===== config.mk =====
export PLATFORM = sky130hd
export DESIGN_NAME = programmable_io_port_bank
export DESIGN_NICKNAME = d
export VERILOG_FILES = /design/src/logic/io_bank_pkg.sv /design/src/logic/pin_ctl_if.sv /design/src/logic/programmable_io_port_bank.sv /design/src/logic/pin_drive_calc.sv
export SDC_FILE = /design/constraint.sdc
export NUM_CORES = 1
export LEC_CHECK = 0
export BUFFER_PORTS_ARGS = -buffer_cell sky130_fd_sc_hd__buf_2
export CORE_AREA = 2 2 218 220
export DETAILED_ROUTE_END_ITERATION = 8
export DIE_AREA = 0 0 220 222
export PLACE_DENSITY = 0.74
export SLEW_MARGIN = 10
export SYNTH_ARGS = -nofsm -noshare
export SYNTH_HDL_FRONTEND = slang
export SYNTH_SLANG_ARGS = --single-unit

===== constraint.sdc =====
create_clock -name clk_sys -period 1.55 [get_ports clk_sys]
set_input_delay 0.465 -clock clk_sys [delete_from_list [all_inputs] [get_ports clk_sys]]
set_output_delay 0.465 -clock clk_sys [all_outputs]
set_load 0.01 [all_outputs]

===== src/logic/io_bank_pkg.sv =====
`default_nettype none
package io_bank_pkg;
	// Pin space: eleven eight-bit ports, one slot reserved for the input-only pin
	localparam int PORT_W = 8;
	localparam int NUM_PORTS = 11;
	localparam int SLOTS = 88;
	localparam int GROUP_W = 4;
	localparam int NUM_GROUPS = 22;
	localparam int GROUPS_PER_BYTE = 2;
	localparam int PU_BYTES = 3;
	localparam int IN_ONLY_SLOT = 69;
	localparam logic [3:0] PORT_ONE = 4'h1;
	localparam logic [3:0] PORT_LAST = 4'hA;
	localparam logic [1:0] PU_BYTE_LAST = 2'h2;
	localparam int READBACK_BIT = 0;

	typedef logic [SLOTS-1:0] slot_t;
	typedef logic [PORT_W-1:0] byte_t;
	typedef logic [NUM_GROUPS-1:0] group_t;

	// Slots that carry a direction bit (all but the input-only slot)
	localparam slot_t VALID_MASK = 88'hFFFFDFFFFFFFFFFFFFFFFF;
	// Slots used by the external bus: ports 0 to 3, low nibble of port 4, port 5
	localparam slot_t BUS_SLOT_MASK = 88'h0000000000FF0FFFFFFFFF;

	localparam slot_t DIR_RESET = 88'h0;
	localparam slot_t LATCH_RESET = 88'h0;
	localparam group_t PU_RESET = 22'h0;
	localparam logic PORTCTL_RESET = 1'b0;

	// Write target selector
	typedef enum logic [1:0] {
		SEL_DIR = 2'h0,
		SEL_LATCH = 2'h1,
		SEL_PULLUP = 2'h2,
		SEL_PORTCTL = 2'h3
	} wr_sel_e;
endpackage
`default_nettype wire


===== src/logic/pin_ctl_if.sv =====
`timescale 1ns/1ps
`default_nettype none
interface pin_ctl_if;
	import io_bank_pkg::*;
	slot_t dir;
	slot_t latch;
	group_t pug;
	logic ext_mode;
	slot_t periph_oe;
	slot_t periph_out;
	slot_t next_out;
	slot_t next_oe;
	slot_t next_pu;

	modport bank (output dir, latch, pug, ext_mode, periph_oe, periph_out,
		input next_out, next_oe, next_pu);
	modport calc (input dir, latch, pug, ext_mode, periph_oe, periph_out,
		output next_out, next_oe, next_pu);
endinterface
`default_nettype wire


===== src/logic/programmable_io_port_bank.sv =====
`timescale 1ns/1ps
`default_nettype none
module programmable_io_port_bank (
	input wire logic clk_sys,
	input wire logic arst_n,
	input wire logic ce,
	input wire logic wr_en,
	input wire io_bank_pkg::wr_sel_e wr_sel,
	input wire logic [3:0] wr_addr,
	input wire io_bank_pkg::byte_t wr_data,
	input wire logic rd_en,
	input wire logic [3:0] rd_addr,
	output logic [7:0] rd_data,
	output logic rd_valid,
	input wire logic ext_mode,
	input wire logic bus_8bit,
	input wire logic mux_full_space,
	input wire io_bank_pkg::slot_t periph_oe,
	input wire io_bank_pkg::slot_t periph_out,
	input wire io_bank_pkg::slot_t pin_in,
	input wire logic input_only_pin,
	output io_bank_pkg::slot_t pin_out,
	output io_bank_pkg::slot_t pin_oe,
	output io_bank_pkg::slot_t pin_pullup,
	output logic readback_latch
);
	import io_bank_pkg::*;

	typedef struct packed {
		slot_t dir;
		slot_t latch;
		group_t pug;
		logic portctl;
		byte_t rd_data;
		logic rd_valid;
		slot_t pin_out;
		slot_t pin_oe;
		slot_t pin_pullup;
		logic readback_latch;
	} bank_state_s;

	localparam bank_state_s STATE_RESET = '{
		dir: DIR_RESET,
		latch: LATCH_RESET,
		pug: PU_RESET,
		portctl: PORTCTL_RESET,
		rd_data: '0,
		rd_valid: 1'b0,
		pin_out: '0,
		pin_oe: '0,
		pin_pullup: '0,
		readback_latch: 1'b0
	};

	bank_state_s st;
	bank_state_s next_st;
	pin_ctl_if pc ();
	logic p1_sel_active;
	slot_t pin_level;

	// Lowest slot of a port
	function automatic int port_base(input logic [3:0] port);
		return int'(port) * PORT_W;
	endfunction

	// Replace one byte of a slot vector, keeping the no-direction slot clear
	function automatic slot_t put_byte(input slot_t cur, input logic [3:0] port,
		input byte_t val, input slot_t keep);
		slot_t res;
		res = cur;
		for (int b = 0; b < PORT_W; b++) begin
			res[port_base(port) + b] = val[b];
		end
		return (res & keep) | (cur & ~keep);
	endfunction

	// Pick one byte out of a slot vector
	function automatic byte_t get_byte(input slot_t v, input logic [3:0] port);
		byte_t res;
		res = '0;
		for (int b = 0; b < PORT_W; b++) begin
			res[b] = v[port_base(port) + b];
		end
		return res;
	endfunction

	// Control state handed to the drive calculation
	assign pc.dir = st.dir;
	assign pc.latch = st.latch;
	assign pc.pug = st.pug;
	assign pc.ext_mode = ext_mode;
	assign pc.periph_oe = periph_oe;
	assign pc.periph_out = periph_out;

	pin_drive_calc u_drive (
		.pc(pc)
	);

	// The input-only pin is read in its own slot; it never has a driver
	always_comb begin
		pin_level = pin_in;
		pin_level[IN_ONLY_SLOT] = input_only_pin;
	end

	// Port one read-back switch only counts in the narrow or multiplexed bus setups
	assign p1_sel_active = (ext_mode && bus_8bit) || mux_full_space;

	// Next-state: register writes, reads, and registered pin drive
	always_comb begin
		byte_t rd_val;
		byte_t p1_dir;
		next_st = st;
		rd_val = '0;
		p1_dir = get_byte(st.dir, PORT_ONE);
		if (wr_en && wr_addr <= PORT_LAST) begin
			case (wr_sel)
				SEL_DIR: begin
					// Bit b of the byte is pin b of the addressed port
					next_st.dir = put_byte(st.dir, wr_addr, wr_data, VALID_MASK);
				end
				SEL_LATCH: begin
					next_st.latch = put_byte(st.latch, wr_addr, wr_data, VALID_MASK);
				end
				SEL_PULLUP: begin
					// Pull-up byte n holds groups 8n to 8n+7
					if (wr_addr[3:2] == 2'h0 && wr_addr[1:0] <= PU_BYTE_LAST) begin
						for (int g = 0; g < PORT_W; g++) begin
							if (int'(wr_addr[1:0]) * PORT_W + g < NUM_GROUPS) begin
								next_st.pug[int'(wr_addr[1:0]) * PORT_W + g] = wr_data[g];
							end
						end
					end
				end
				SEL_PORTCTL: begin
					if (wr_addr == 4'h0) begin
						next_st.portctl = wr_data[READBACK_BIT];
					end
				end
				default: begin
					next_st.portctl = st.portctl;
				end
			endcase
		end
		if (rd_en) begin
			case (wr_sel)
				default: begin
					rd_val = '0;
				end
			endcase
			if (rd_addr <= PORT_LAST) begin
				// Ordinary read samples the pins
				rd_val = get_byte(pin_level, rd_addr);
				if (rd_addr == PORT_ONE && p1_sel_active) begin
					if (st.portctl) begin
						rd_val = get_byte(st.latch, PORT_ONE);
					end else begin
						// Outputs give latch, inputs give pin level
						rd_val = (p1_dir & get_byte(st.latch, PORT_ONE))
							| (~p1_dir & get_byte(pin_level, PORT_ONE));
					end
				end
			end
			next_st.rd_data = rd_val;
		end
		next_st.rd_valid = rd_en;
		// Drive registered so every pin output comes from a flop; costs one cycle
		next_st.pin_out = pc.next_out;
		next_st.pin_oe = pc.next_oe;
		next_st.pin_pullup = pc.next_pu;
		next_st.readback_latch = p1_sel_active && st.portctl;
	end

	// Single state register; clock enable freezes everything
	always_ff @(posedge clk_sys or negedge arst_n) begin
		if (!arst_n) begin
			st <= STATE_RESET;
		end else if (ce) begin
			st <= next_st;
		end
	end

	assign rd_data = st.rd_data;
	assign rd_valid = st.rd_valid;
	assign pin_out = st.pin_out;
	assign pin_oe = st.pin_oe;
	assign pin_pullup = st.pin_pullup;
	assign readback_latch = st.readback_latch;
endmodule // programmable_io_port_bank
`default_nettype wire


===== src/logic/pin_drive_calc.sv =====
`timescale 1ns/1ps
`default_nettype none
module pin_drive_calc (
	pin_ctl_if.calc pc
);
	import io_bank_pkg::*;

	// Peripheral outputs take the pin regardless of direction
	// Peripheral inputs and D-A outputs rely on software leaving direction at input
	assign pc.next_oe = (pc.dir | pc.periph_oe) & VALID_MASK;
	assign pc.next_out = ((pc.periph_oe & pc.periph_out) | (~pc.periph_oe & pc.latch))
		& VALID_MASK;

	// Group enable spread over four pins, masked by direction and bus mode
	always_comb begin
		slot_t spread;
		slot_t bus_off;
		spread = '0;
		for (int i = 0; i < SLOTS; i++) begin
			spread[i] = pc.pug[i / GROUP_W];
		end
		// External bus pins ignore their pull-up controls in expansion modes
		bus_off = pc.ext_mode ? BUS_SLOT_MASK : '0;
		pc.next_pu = spread & ~pc.dir & ~bus_off & VALID_MASK;
	end
endmodule // pin_drive_calc
`default_nettype wire


==> key figures, run 1 <==
Placement
  – Place WS: -0.426 ns
  – Routability cong.: 0.949
  – Placed instance area: 24500 µm²
  – Port bufs: 558
  – Post-DP HPWL: 44900 µm

CTS
  – TritonCTS Sinks: 468
  – CTS H-tree lvls: 2
  – Root buffer cell: clkbuf_16
  – Worst skew pair latency: 0.59 ns
  – TritonCTS clock tree: built
  – Clock-pin slew on the worst setup and hold paths: 0.06 ns
  – TritonCTS buffer count: 49
  – Clk buf depth: 3

Critical path
  – Critical path endpoint category: primary output
  – Slowest-stage cell, CP: dfrtp_1
  – CP peak stage delay: 0.41 ns
  – Critical path launch point type: register
  – Crit Path Max Fanout: 2
  – Crit Path Class: reg -> out
  – CP arrival: 1.15 ns
  – Crit path required time: 1.08 ns
  – R2R Setup Slk: 0.13 ns
  – Worst path buffer plus inverter count: 1
  – Cell chain of the critical path: buf_2
  – CP top delay family: flip-flops

Routing
  – DRT Wirelength: 63900 µm
  – Wirelength per Cell: 20.7 µm
  – DRC violations left: 0
  – DRT iter0 DRCs: 984
  – Vias: 16143
  – Via-per-instance ratio: 5.22
  – Router iterations before antenna repair: 5
  – DRT antenna net count: 0

Logic synthesis
  – Async SR Flop Fraction: 1.00
  – Post-synth EDFFs: 0
  – Post-synth cell types: 39
  – Sequential cell area fraction in the yosys report: 0.540
  – Most used DFF post-synth: dfrtp_1
  – Synthesized cell area: 21700 µm²
  – Register bit count reported by yosys: 468
  – Avg Cell Area, Syn: 11.2 µm²
  – Yosys Warn Count: 0
  – Synth Instances: 1944

Floorplanning
  – Initial Util: 0.469
  – Site row count: 79
  – Total core area: 46300 µm²
  – Die area: 48800 µm²
  – Chip height: 222 µm
  – Die W: 220 µm
  – Total I/O pin count: 565

GRT
  – Total Routing Usage GR: 0.255
  – Largest net degree at the start of global routing: 107
  – Initial antenna violation count: 5
  – Vias in the first global route: 16627
  – First-pass GRT wire length: 95800 µm
  – Global route overflow: 0

STA
  – Min cycle time layout: 1.61 ns
  – Final period util: 1.04
  – Slew HR: 0.436
  – Final hold vios: 0
  – Max Clock Freq: 620 MHz
  – Final setup margin: -0.0634 ns
  – RSZ-0062 raised after global routing: yes
  – Hold slack: 0.177 ns
  – Finish-stage setup viols: 246
  – Actual transition at the worst max-transition pin: 0.846 ns
  – Skew final: 0.0157 ns
  – Slew Viols, Final: 0

Pwr
  – PD cells: 1080 nW/µm²
  – Pint: 22200 µW
  – Comb power frac: 0.163
  – Leakage power: 0.0141 µW
  – Sequential share of power: 0.463
  – Net Sw Frac: 0.262
  – Switching power: 7880 µW
  – Peak supply drop: 0.834 mV
  – Power share of the clock group: 0.374

Final layout
  – Reg area: 11700 µm²
  – Layout Cell Area excl Fill: 27900 µm²
  – Multi-input logic area: 7870 µm²
  – Finished Core Util: 0.603
  – Share of cells above drive strength 1: 0.479
  – Fill count: 3546
  – # nets final: 2743
  – Area Overhead vs Synth: 28.6%

Min path
  – Hold Path Class: in -> reg

Outcome
  – Status: complete, but fails checks
  – Failing checks: negative setup slack

Job
  – Max-Cap Viols: 0
## per-stage QoR
| stage | setup TNS (ns) | cells | power (µW) |
|---|---|---|---|
| after CTS | -12.37 | 3015 | 29900 |
| after global routing | -16.59 | 3093 | 31300 |
| after detailed placement | -76.38 | 2856 | 18100 |
| after floorplan | -47.63 | 1946 | 16800 |
| final | -4.29 | 3093 | 30100 |
| after global placement | -70.69 | 2856 | 18000 |
## placed cells by master (no fill, tap or decap), types with 9 or more instances in the layout
| master | count |
|---|---|
| nor2_1 | 324 |
| clkbuf_1 | 14 |
| buf_6 | 113 |
| buf_4 | 225 |
| nand2b_1 | 14 |
| clkbuf_16 | 50 |
| mux2i_1 | 103 |
| buf_2 | 443 |
| buf_12 | 31 |
| dfrtp_1 | 468 |
| nand2_1 | 40 |
| a21oi_1 | 175 |
| o211ai_1 | 9 |
| mux2_2 | 189 |
| inv_1 | 45 |
| mux2_4 | 84 |
| o22ai_1 | 54 |
## synth_stat cells (all sizes together) (8+ instances only)
cell | instances | area share
o21ai | 17 | 0.0041
buf | 293 | 0.099
clkbuf | 67 | 0.012
nand2 | 42 | 0.0073
mux2i | 103 | 0.048
o22ai | 54 | 0.016
nor2 | 337 | 0.059
inv | 46 | 0.0080
dfrtp | 468 | 0.54
a31o | 8 | 0.0032
nand2b | 15 | 0.0043
o211ai | 10 | 0.0037
a21oi | 176 | 0.041
mux2 | 273 | 0.14
## cell families after synthesis
family | share of synthesized area
compound gates | 0.0678
buf+inv | 0.118
flops | 0.540
mux | 0.189
other cells | 0.000173
simple gates | 0.0842
## state kept, by name (all words and copies together), names as in the netlist
| name | flops |
|---|---|
| pc.pug | 22 |
| pin_oe | 87 |
| st | 1 |
| readback_latch | 1 |
| rd_data | 8 |
| pin_out | 87 |
| pc.latch | 87 |
| pin_pullup | 87 |
| rd_valid | 1 |
| pc.dir | 87 |
## worst paths after layout
kind                                   to  cells past startpoint            from
hold / removal                 pin_oe[72]                      3   periph_oe[72]
min in group asynchronous      pin_out[0]                      2          arst_n
max in group asynchronous    pc.latch[27]                      4          arst_n
setup reg to reg               rd_data[7]                      4         st[274]
hold reg to reg            pin_pullup[37]                      1      pc.dir[37]
setup / recovery           readback_latch                      1  readback_latch
## cell type report
| cell class | count | share of cell area |
|---|---|---|
| inverter | 46 | 0.00628 |
| sequential | 468 | 0.420 |
| clock buffer | 69 | 0.0492 |
| antenna | 4 | 0.000359 |
| timing repair buffer | 815 | 0.209 |
| multi-input combinational | 1072 | 0.282 |
| clock inverter | 12 | 0.00507 |
| tap | 607 | 0.0272 |
## routing by layer
metal | share of wire | track usage
met5 | 0.00020 | 0
met1 | 0.39 | 0.303
met3 | 0.058 | 0.0503
met4 | 0.032 | 0.0797
met2 | 0.52 | 0.459
## power groups by stage
stage	clock (µW)	combinational [µW]	sequential (µW)
6_report	11300	4910	14000
5_1_grt	12000	5310	14000
4_1_cts	11500	4560	13900
3_5_place_dp	0	4070	14100
3_3_place_gp	0	3970	14000
2_1_floorplan	0	2970	13800
## timing repair
action / CTS / global route
setup endpoints to repair: 271 / 271
resized for setup: 108 / 33
hold buffers: 1 / 0
buffers inserted: 77 / 74
hold endpoints to repair: 21 / 0
No activity file was read; power rests on OpenSTA's default activity.
==> run 2: changes to the inputs <==
- CORE_AREA: 2 2 218 220 -> 2 2 222 224
- DIE_AREA: 0 0 220 222 -> 0 0 224 226
- SLEW_MARGIN: 10 -> 20
- clock period: 1.55 -> 1.3 ns (I/O delays scaled with it)
==> key figures, run 2 (synthesis results as in run 1) <==
CTS
  – CTS H-tree lvls: 2 (unchanged)
  – TritonCTS clock tree: built
  – Worst skew pair latency: 0.58 ns (about the same)
  – Root buffer cell: clkbuf_16
  – Clk buf depth: 3 (unchanged)
  – TritonCTS Sinks: 468 (unchanged)
  – TritonCTS buffer count: 48 (-2.0%)
  – Clock-pin slew on the worst setup and hold paths: 0.07 ns (about the same)

Floorplanning
  – Die W: 224 µm (+1.8%)
  – Site row count: 81 (+2.5%)
  – Total I/O pin count: 565 (unchanged)
  – Chip height: 226 µm (+1.8%)
  – Die area: 50600 µm² (+3.7%)
  – Total core area: 48300 µm² (+4.5%)
  – Initial Util: 0.449 (-0.0202)

Final layout
  – Most common cell after layout, fill and taps aside: dfrtp_1
  – Share of cells above drive strength 1: 0.490 (+0.0113)
  – Layout Cell Area excl Fill: 28100 µm² (+0.84%)
  – Most frequent cells in the layout: dfrtp_1, buf_2, nor2_1
  – Area Overhead vs Synth: 29.6%
  – # nets final: 2747 (+0.15%)
  – Finished Core Util: 0.582 (-0.0211)

Routing
  – DRT iter0 DRCs: 944 (-4.1%)
  – DRC violations left: 0 (unchanged)
  – Wirelength per Cell: 20.6 µm (-0.16%)
  – DRT antenna net count: 0 (unchanged)
  – DRT Wirelength: 64300 µm (+0.61%)
  – Router iterations before antenna repair: 8 (+3)
  – Via-per-instance ratio: 5.21 (-0.20%)
  – Vias: 16236 (+0.58%)

GRT
  – Total Routing Usage GR: 0.242 (-0.0129)
  – Initial antenna violation count: 6 (+1)
  – Largest net degree at the start of global routing: 113 (+5.6%)
  – First-pass GRT wire length: 93900 µm (-2.0%)
  – Vias in the first global route: 16318 (-1.9%)
  – Global route overflow: 0 (unchanged)

Critical path
  – CP top delay family: flip-flops
  – Crit path required time: 0.91 ns (-0.17 ns)
  – Critical path launch point type: register
  – Slowest-stage cell, CP: dfrtp_1
  – Crit Path Max Fanout: 2 (unchanged)
  – Critical path endpoint category: primary output
  – CP arrival: 1.15 ns (about the same)
  – Cell chain of the critical path: buf_6
  – Crit Path Class: reg -> out
  – CP peak stage delay: 0.44 ns (+0.03 ns)
  – Worst path buffer plus inverter count: 1 (unchanged)

Pwr
  – Peak supply drop: 1.12 mV (+34%)
  – PD cells: 1310 nW/µm² (+21%)
  – Leakage power: 0.0142 µW (+0.74%)
  – Total power: 36700 µW (+22%)

Placement
  – Placed instance area: 24600 µm² (+0.52%)
  – Post-DP HPWL: 45200 µm (+0.76%)
  – Port bufs: 558 (unchanged)
  – Routability cong.: 0.953 (+0.43%)

Min path
  – Hold Path Class: in -> reg

STA
  – Final period util: 1.18
  – Slew HR: 0.443 (+0.00704)
  – Skew final: 0.0211 ns (+0.00543 ns)
  – Finish-stage setup viols: 273 (+11%)
  – Actual transition at the worst max-transition pin: 0.836 ns (-0.0106 ns)
  – Slew Viols, Final: 0 (unchanged)
  – Setup TNS: -50.39 ns (-46.10 ns)
  – Final hold vios: 0 (unchanged)
  – Final setup margin: -0.238 ns (-0.175 ns)
  – Min cycle time layout: 1.54 ns
  – RSZ-0062 raised after global routing: yes
  – Hold slack: 0.107 ns (-0.0698 ns)
  – Max Clock Freq: 650 MHz

Outcome
  – Status: complete, but fails checks
  – Failing checks: negative setup slack

Job
  – Max-Cap Viols: 0 (unchanged)
-- run 2: final timing paths --
| kind | depth (start not counted) | end | start | slack (ns) |
|---|---|---|---|---|
| min in group asynchronous | 2 | pc.latch[8] | arst_n | 0.23 |
| setup / recovery | 1 | pin_oe[9] | pin_oe[9] | -0.24 |
| setup reg to reg | 5 | rd_data[3] | st[274] | 0 |
| hold reg to reg | 1 | pin_pullup[36] | pc.dir[36] | 0.48 |
| hold / removal | 3 | pin_oe[67] | periph_oe[67] | 0.11 |
| max in group asynchronous | 3 | pin_out[82] | arst_n | 0.36 |
-- run 2: per-layer routing --
| layer | GRT usage | share of wire |
|---|---|---|
| met3 | 0.0451 | 0.059 |
| met2 | 0.436 | 0.52 |
| met4 | 0.0839 | 0.036 |
| met5 | 0 | 0 |
| met1 | 0.288 | 0.39 |
-- run 2: timing repair --
| item | CTS | global route |
|---|---|---|
| setup endpoints to repair | 284 | 306 |
| pin swaps | 3 | 5 |
| hold buffers | 1 | 0 |
| hold endpoints to repair | 215 | 0 |
| setup buffers | 86 | 67 |
| gates resized for setup | 105 | 44 |
-- run 2: cell type report --
cell class	instances	area, µm²
clock inverter	18	244
antenna	5	12.5
inverter	46	175
fill	3778	20200
clock buffer	66	1390
tap	622	778
timing repair buffer	820	5840
sequential	468	11700
multi-input combinational	1072	7960
-- run 2: where the power goes --
part / total (µW) / switching, µW / leakage, µW / internal, µW
Sequential: 16600 / 879 / 0.00602 / 15700
Clock: 14300 / 5800 / 0.000807 / 8460
Combinational: 5870 / 2860 / 0.00740 / 3020
-- run 2: metrics by stage --
stage | setup WS [ns] | cells
2_1_floorplan | -0.604 | 1946
3_3_place_gp | -0.563 | 2874
3_5_place_dp | -0.621 | 2874
4_1_cts | -0.291 | 3045
5_1_grt | -0.279 | 3116
6_report | -0.238 | 3117
==> run 3: changes to the inputs <==
- ABC_AREA: default -> 1
- CORE_AREA: 2 2 222 224 -> default
- CORE_MARGIN: default -> 2
- CORE_UTILIZATION: default -> 48
- DIE_AREA: 0 0 224 226 -> default
- PLACE_DENSITY: 0.74 -> 0.78
==> key figures, run 3 <==
Pwr
  – Comb power frac: 0.152 (-0.008)
  – Power share of the clock group: 0.392 (+0.004)
  – Pint: 26300 µW (-3.4%)
  – Leakage power: 0.0159 µW (+11%)
  – Net Sw Frac: 0.269 (+0.00951)
  – Sequential share of power: 0.456 (+0.004)
  – Total power: 36000 µW (-2.2%)
  – PD cells: 1250 nW/µm² (-4.1%)
  – Peak supply drop: 0.969 mV (-13%)
  – Switching power: 9670 µW (+1.4%)

Floorplanning
  – Total core area: 45200 µm² (-6.5%)
  – Die area: 47200 µm² (-6.7%)
  – Initial Util: 0.483 (+0.0347)
  – Total I/O pin count: 565 (unchanged)
  – Die W: 217 µm (-3.0%)
  – Chip height: 217 µm (-3.9%)
  – Site row count: 78 (-3.7%)

Critical path
  – Stages on worst setup path: 1 (unchanged)
  – Worst reg2reg path startpoint: st[274]
  – Worst r2r dst: rd_data[1]
  – Crit path required time: 0.91 ns (about the same)
  – Reg2reg path depth: 7 (+2)
  – CP startpoint: pin_pullup[29]
  – Critical path endpoint category: primary output
  – Critical path launch point type: register
  – Crit Path Class: reg -> out
  – CP top delay family: flip-flops
  – Cell chain of the critical path: buf_2
  – Crit Path Max Fanout: 2 (unchanged)
  – R2R Setup Slk: 0 ns (unchanged)
  – Worst path buffer plus inverter count: 1 (unchanged)
  – Slowest-stage cell, CP: dfrtp_1
  – CP arrival: 1.17 ns (+0.02 ns)
  – CP peak stage delay: 0.42 ns (-0.02 ns)

Routing
  – Met2 routed WL: 35800 µm (+7.7%)
  – DRT iter0 DRCs: 1759 (+86%)
  – DRT antenna net count: 0 (unchanged)
  – DRT Wirelength: 73500 µm (+14%)
  – Vias: 20045 (+23%)
  – DR top layer: met5
  – DRC violations left: 0 (unchanged)
  – Router iterations before antenna repair: 5 (-3)
  – Via-per-instance ratio: 5.37 (+3.1%)
  – Wirelength per Cell: 19.7 µm (-4.5%)
  – M1 WL: 30000 µm (+20%)
  – Met3 routed WL: 5250 µm (+39%)

STA
  – Min cycle time layout: 1.56 ns (+0.0219 ns)
  – Actual transition at the worst max-transition pin: 0.543 ns (-0.293 ns)
  – Slew HR: 0.638 (+0.195)
  – Hold slack: 0.0510 ns (-0.0560 ns)
  – Max Clock Freq: 641 MHz (-1.4%)
  – RSZ-0062 raised after global routing: yes
  – Finish-stage setup viols: 271 (-0.73%)
  – Final setup margin: -0.260 ns (-0.0219 ns)
  – Final period util: 1.20 (+0.0168)
  – Setup TNS: -54.40 ns (-4.00 ns)
  – Slew Viols, Final: 0 (unchanged)
  – Final hold vios: 0 (unchanged)
  – Skew final: 0.0253 ns (+0.00415 ns)

Placement
  – Routability cong.: 0.946 (-0.75%)
  – Placed instance area: 24800 µm² (+0.70%)
  – Port bufs: 558 (unchanged)
  – Post-DP HPWL: 51400 µm (+14%)

GRT
  – Global route overflow: 0 (unchanged)
  – Initial antenna violation count: 7 (+1)
  – Total Routing Usage GR: 0.294 (+0.0523)
  – Vias in the first global route: 19101 (+17%)
  – First-pass GRT wire length: 108000 µm (+15%)
  – Largest net degree at the start of global routing: 53 (-53%)

Logic synthesis
  – Commonest cells post-synth: nand2_1, dfrtp_1, buf_4
  – Register bit count reported by yosys: 468 (unchanged)
  – Leading area contributor after synthesis: dfrtp_1
  – Async SR Flop Fraction: 1.00 (unchanged)
  – Post-synth cell types: 25 (-36%)
  – Yosys Warn Count: 0 (unchanged)
  – Share of the synthesized area in the top cell type: 0.536 (-0.00371)
  – Post-synth EDFFs: 0 (unchanged)
  – Synth Instances: 2522 (+30%)
  – Largest cells by area after synthesis: dfrtp_1, nand2_1, buf_4
  – Avg Cell Area, Syn: 8.66 µm² (-22%)
  – Synthesized cell area: 21800 µm² (+0.69%)
  – Sequential cell area fraction in the yosys report: 0.536 (-0.00371)
  – Most used DFF post-synth: dfrtp_1
  – Top-count cell post-synth: nand2_1

Final layout
  – Most frequent cells in the layout: nand2_1, buf_2, dfrtp_1
  – # nets final: 3384 (+23%)
  – Layout Cell Area excl Fill: 28700 µm² (+2.0%)
  – Area Overhead vs Synth: 31.4%
  – Share of cells above drive strength 1: 0.334 (-0.156)
  – Reg area: 11700 µm² (unchanged)
  – Most common cell after layout, fill and taps aside: nand2_1
  – Multi-input logic area: 7590 µm² (-4.7%)
  – Fill count: 3527 (-6.6%)

CTS
  – Clk buf depth: 3 (unchanged)
  – Clock-pin slew on the worst setup and hold paths: 0.06 ns (about the same)
  – CTS H-tree lvls: 2 (unchanged)
  – TritonCTS buffer count: 49 (+2.1%)
  – Worst skew pair latency: 0.59 ns (about the same)
  – TritonCTS Sinks: 468 (unchanged)
  – TritonCTS clock tree: built
  – Root buffer cell: clkbuf_16

Min path
  – WHS Path Cells: 3 (unchanged)
  – Hold_sp: periph_oe[52]
  – Hold EP: pin_oe[52]
  – Hold Path Class: in -> reg

Outcome
  – Status: complete, but fails checks
  – Failing checks: negative setup slack

Job
  – Max-Cap Viols: 0 (unchanged)
==> run 3: logic make-up (layout without fill, tap and decap cells) <==
logic type,Yosys count,count (layout),synth area share
flip-flops,468,468,0.536
multiplexers,80,80,0.0367
other,1,6,0.000172
buffers and inverters,479,1084,0.130
AND/OR/NAND/NOR,1179,1179,0.219
AO/OA/AOI/OAI,315,315,0.0775
==> run 3: timing repair <==
item,in CTS,in global routing
pin swaps,0,9
resized for setup,80,70
buffers inserted,94,103
cloned,0,1
endpoints found under the setup margin,272,297
hold buffers,1,0
endpoints found under the hold margin,176,0
==> run 3: how the worst max path moves through the flow <==
stage,endpoint
2_1_floorplan,pc.dir[10]
3_3_place_gp,pc.dir[20]
3_5_place_dp,pc.latch[21]
4_1_cts,pin_out[24]
5_1_grt,pin_pullup[29]
6_report,pin_pullup[29]
==> run 3: area by class of cell <==
cell class / count / area share
Antenna cell: 3 / 0.000262
Clock buffer: 73 / 0.0508
Clock inverter: 14 / 0.00528
Inverter: 88 / 0.0118
Multi-Input combinational cell: 1577 / 0.264
Sequential cell: 468 / 0.408
Tap cell: 600 / 0.0262
Timing Repair Buffer: 909 / 0.233
==> run 3: metrics by stage <==
stage	instances	util	setup WS, ns
3_5_place_dp	3443	0.549	-0.552
6_report	3732	0.635	-0.260
5_1_grt	3732	0.635	-0.286
3_3_place_gp	3443	0.549	-0.486
4_1_cts	3625	0.609	-0.292
2_1_floorplan	2524	-	-0.185
==> run 3: per-layer routing <==
layer,track usage,up-vias
met5,0,-
met3,0.0528,193
met2,0.489,940
li1,-,9049
met1,0.394,9857
met4,0.0879,6
==> run 3: power groups by stage <==
stage	Clock, µW	Sequential [µW]	Combinational (µW)
floorplan	0	16300	2860
finish	14100	16400	5460
global placement	0	16500	4360
global route	14900	16500	5940
detailed placement	0	16500	4490
CTS	14300	16300	4970
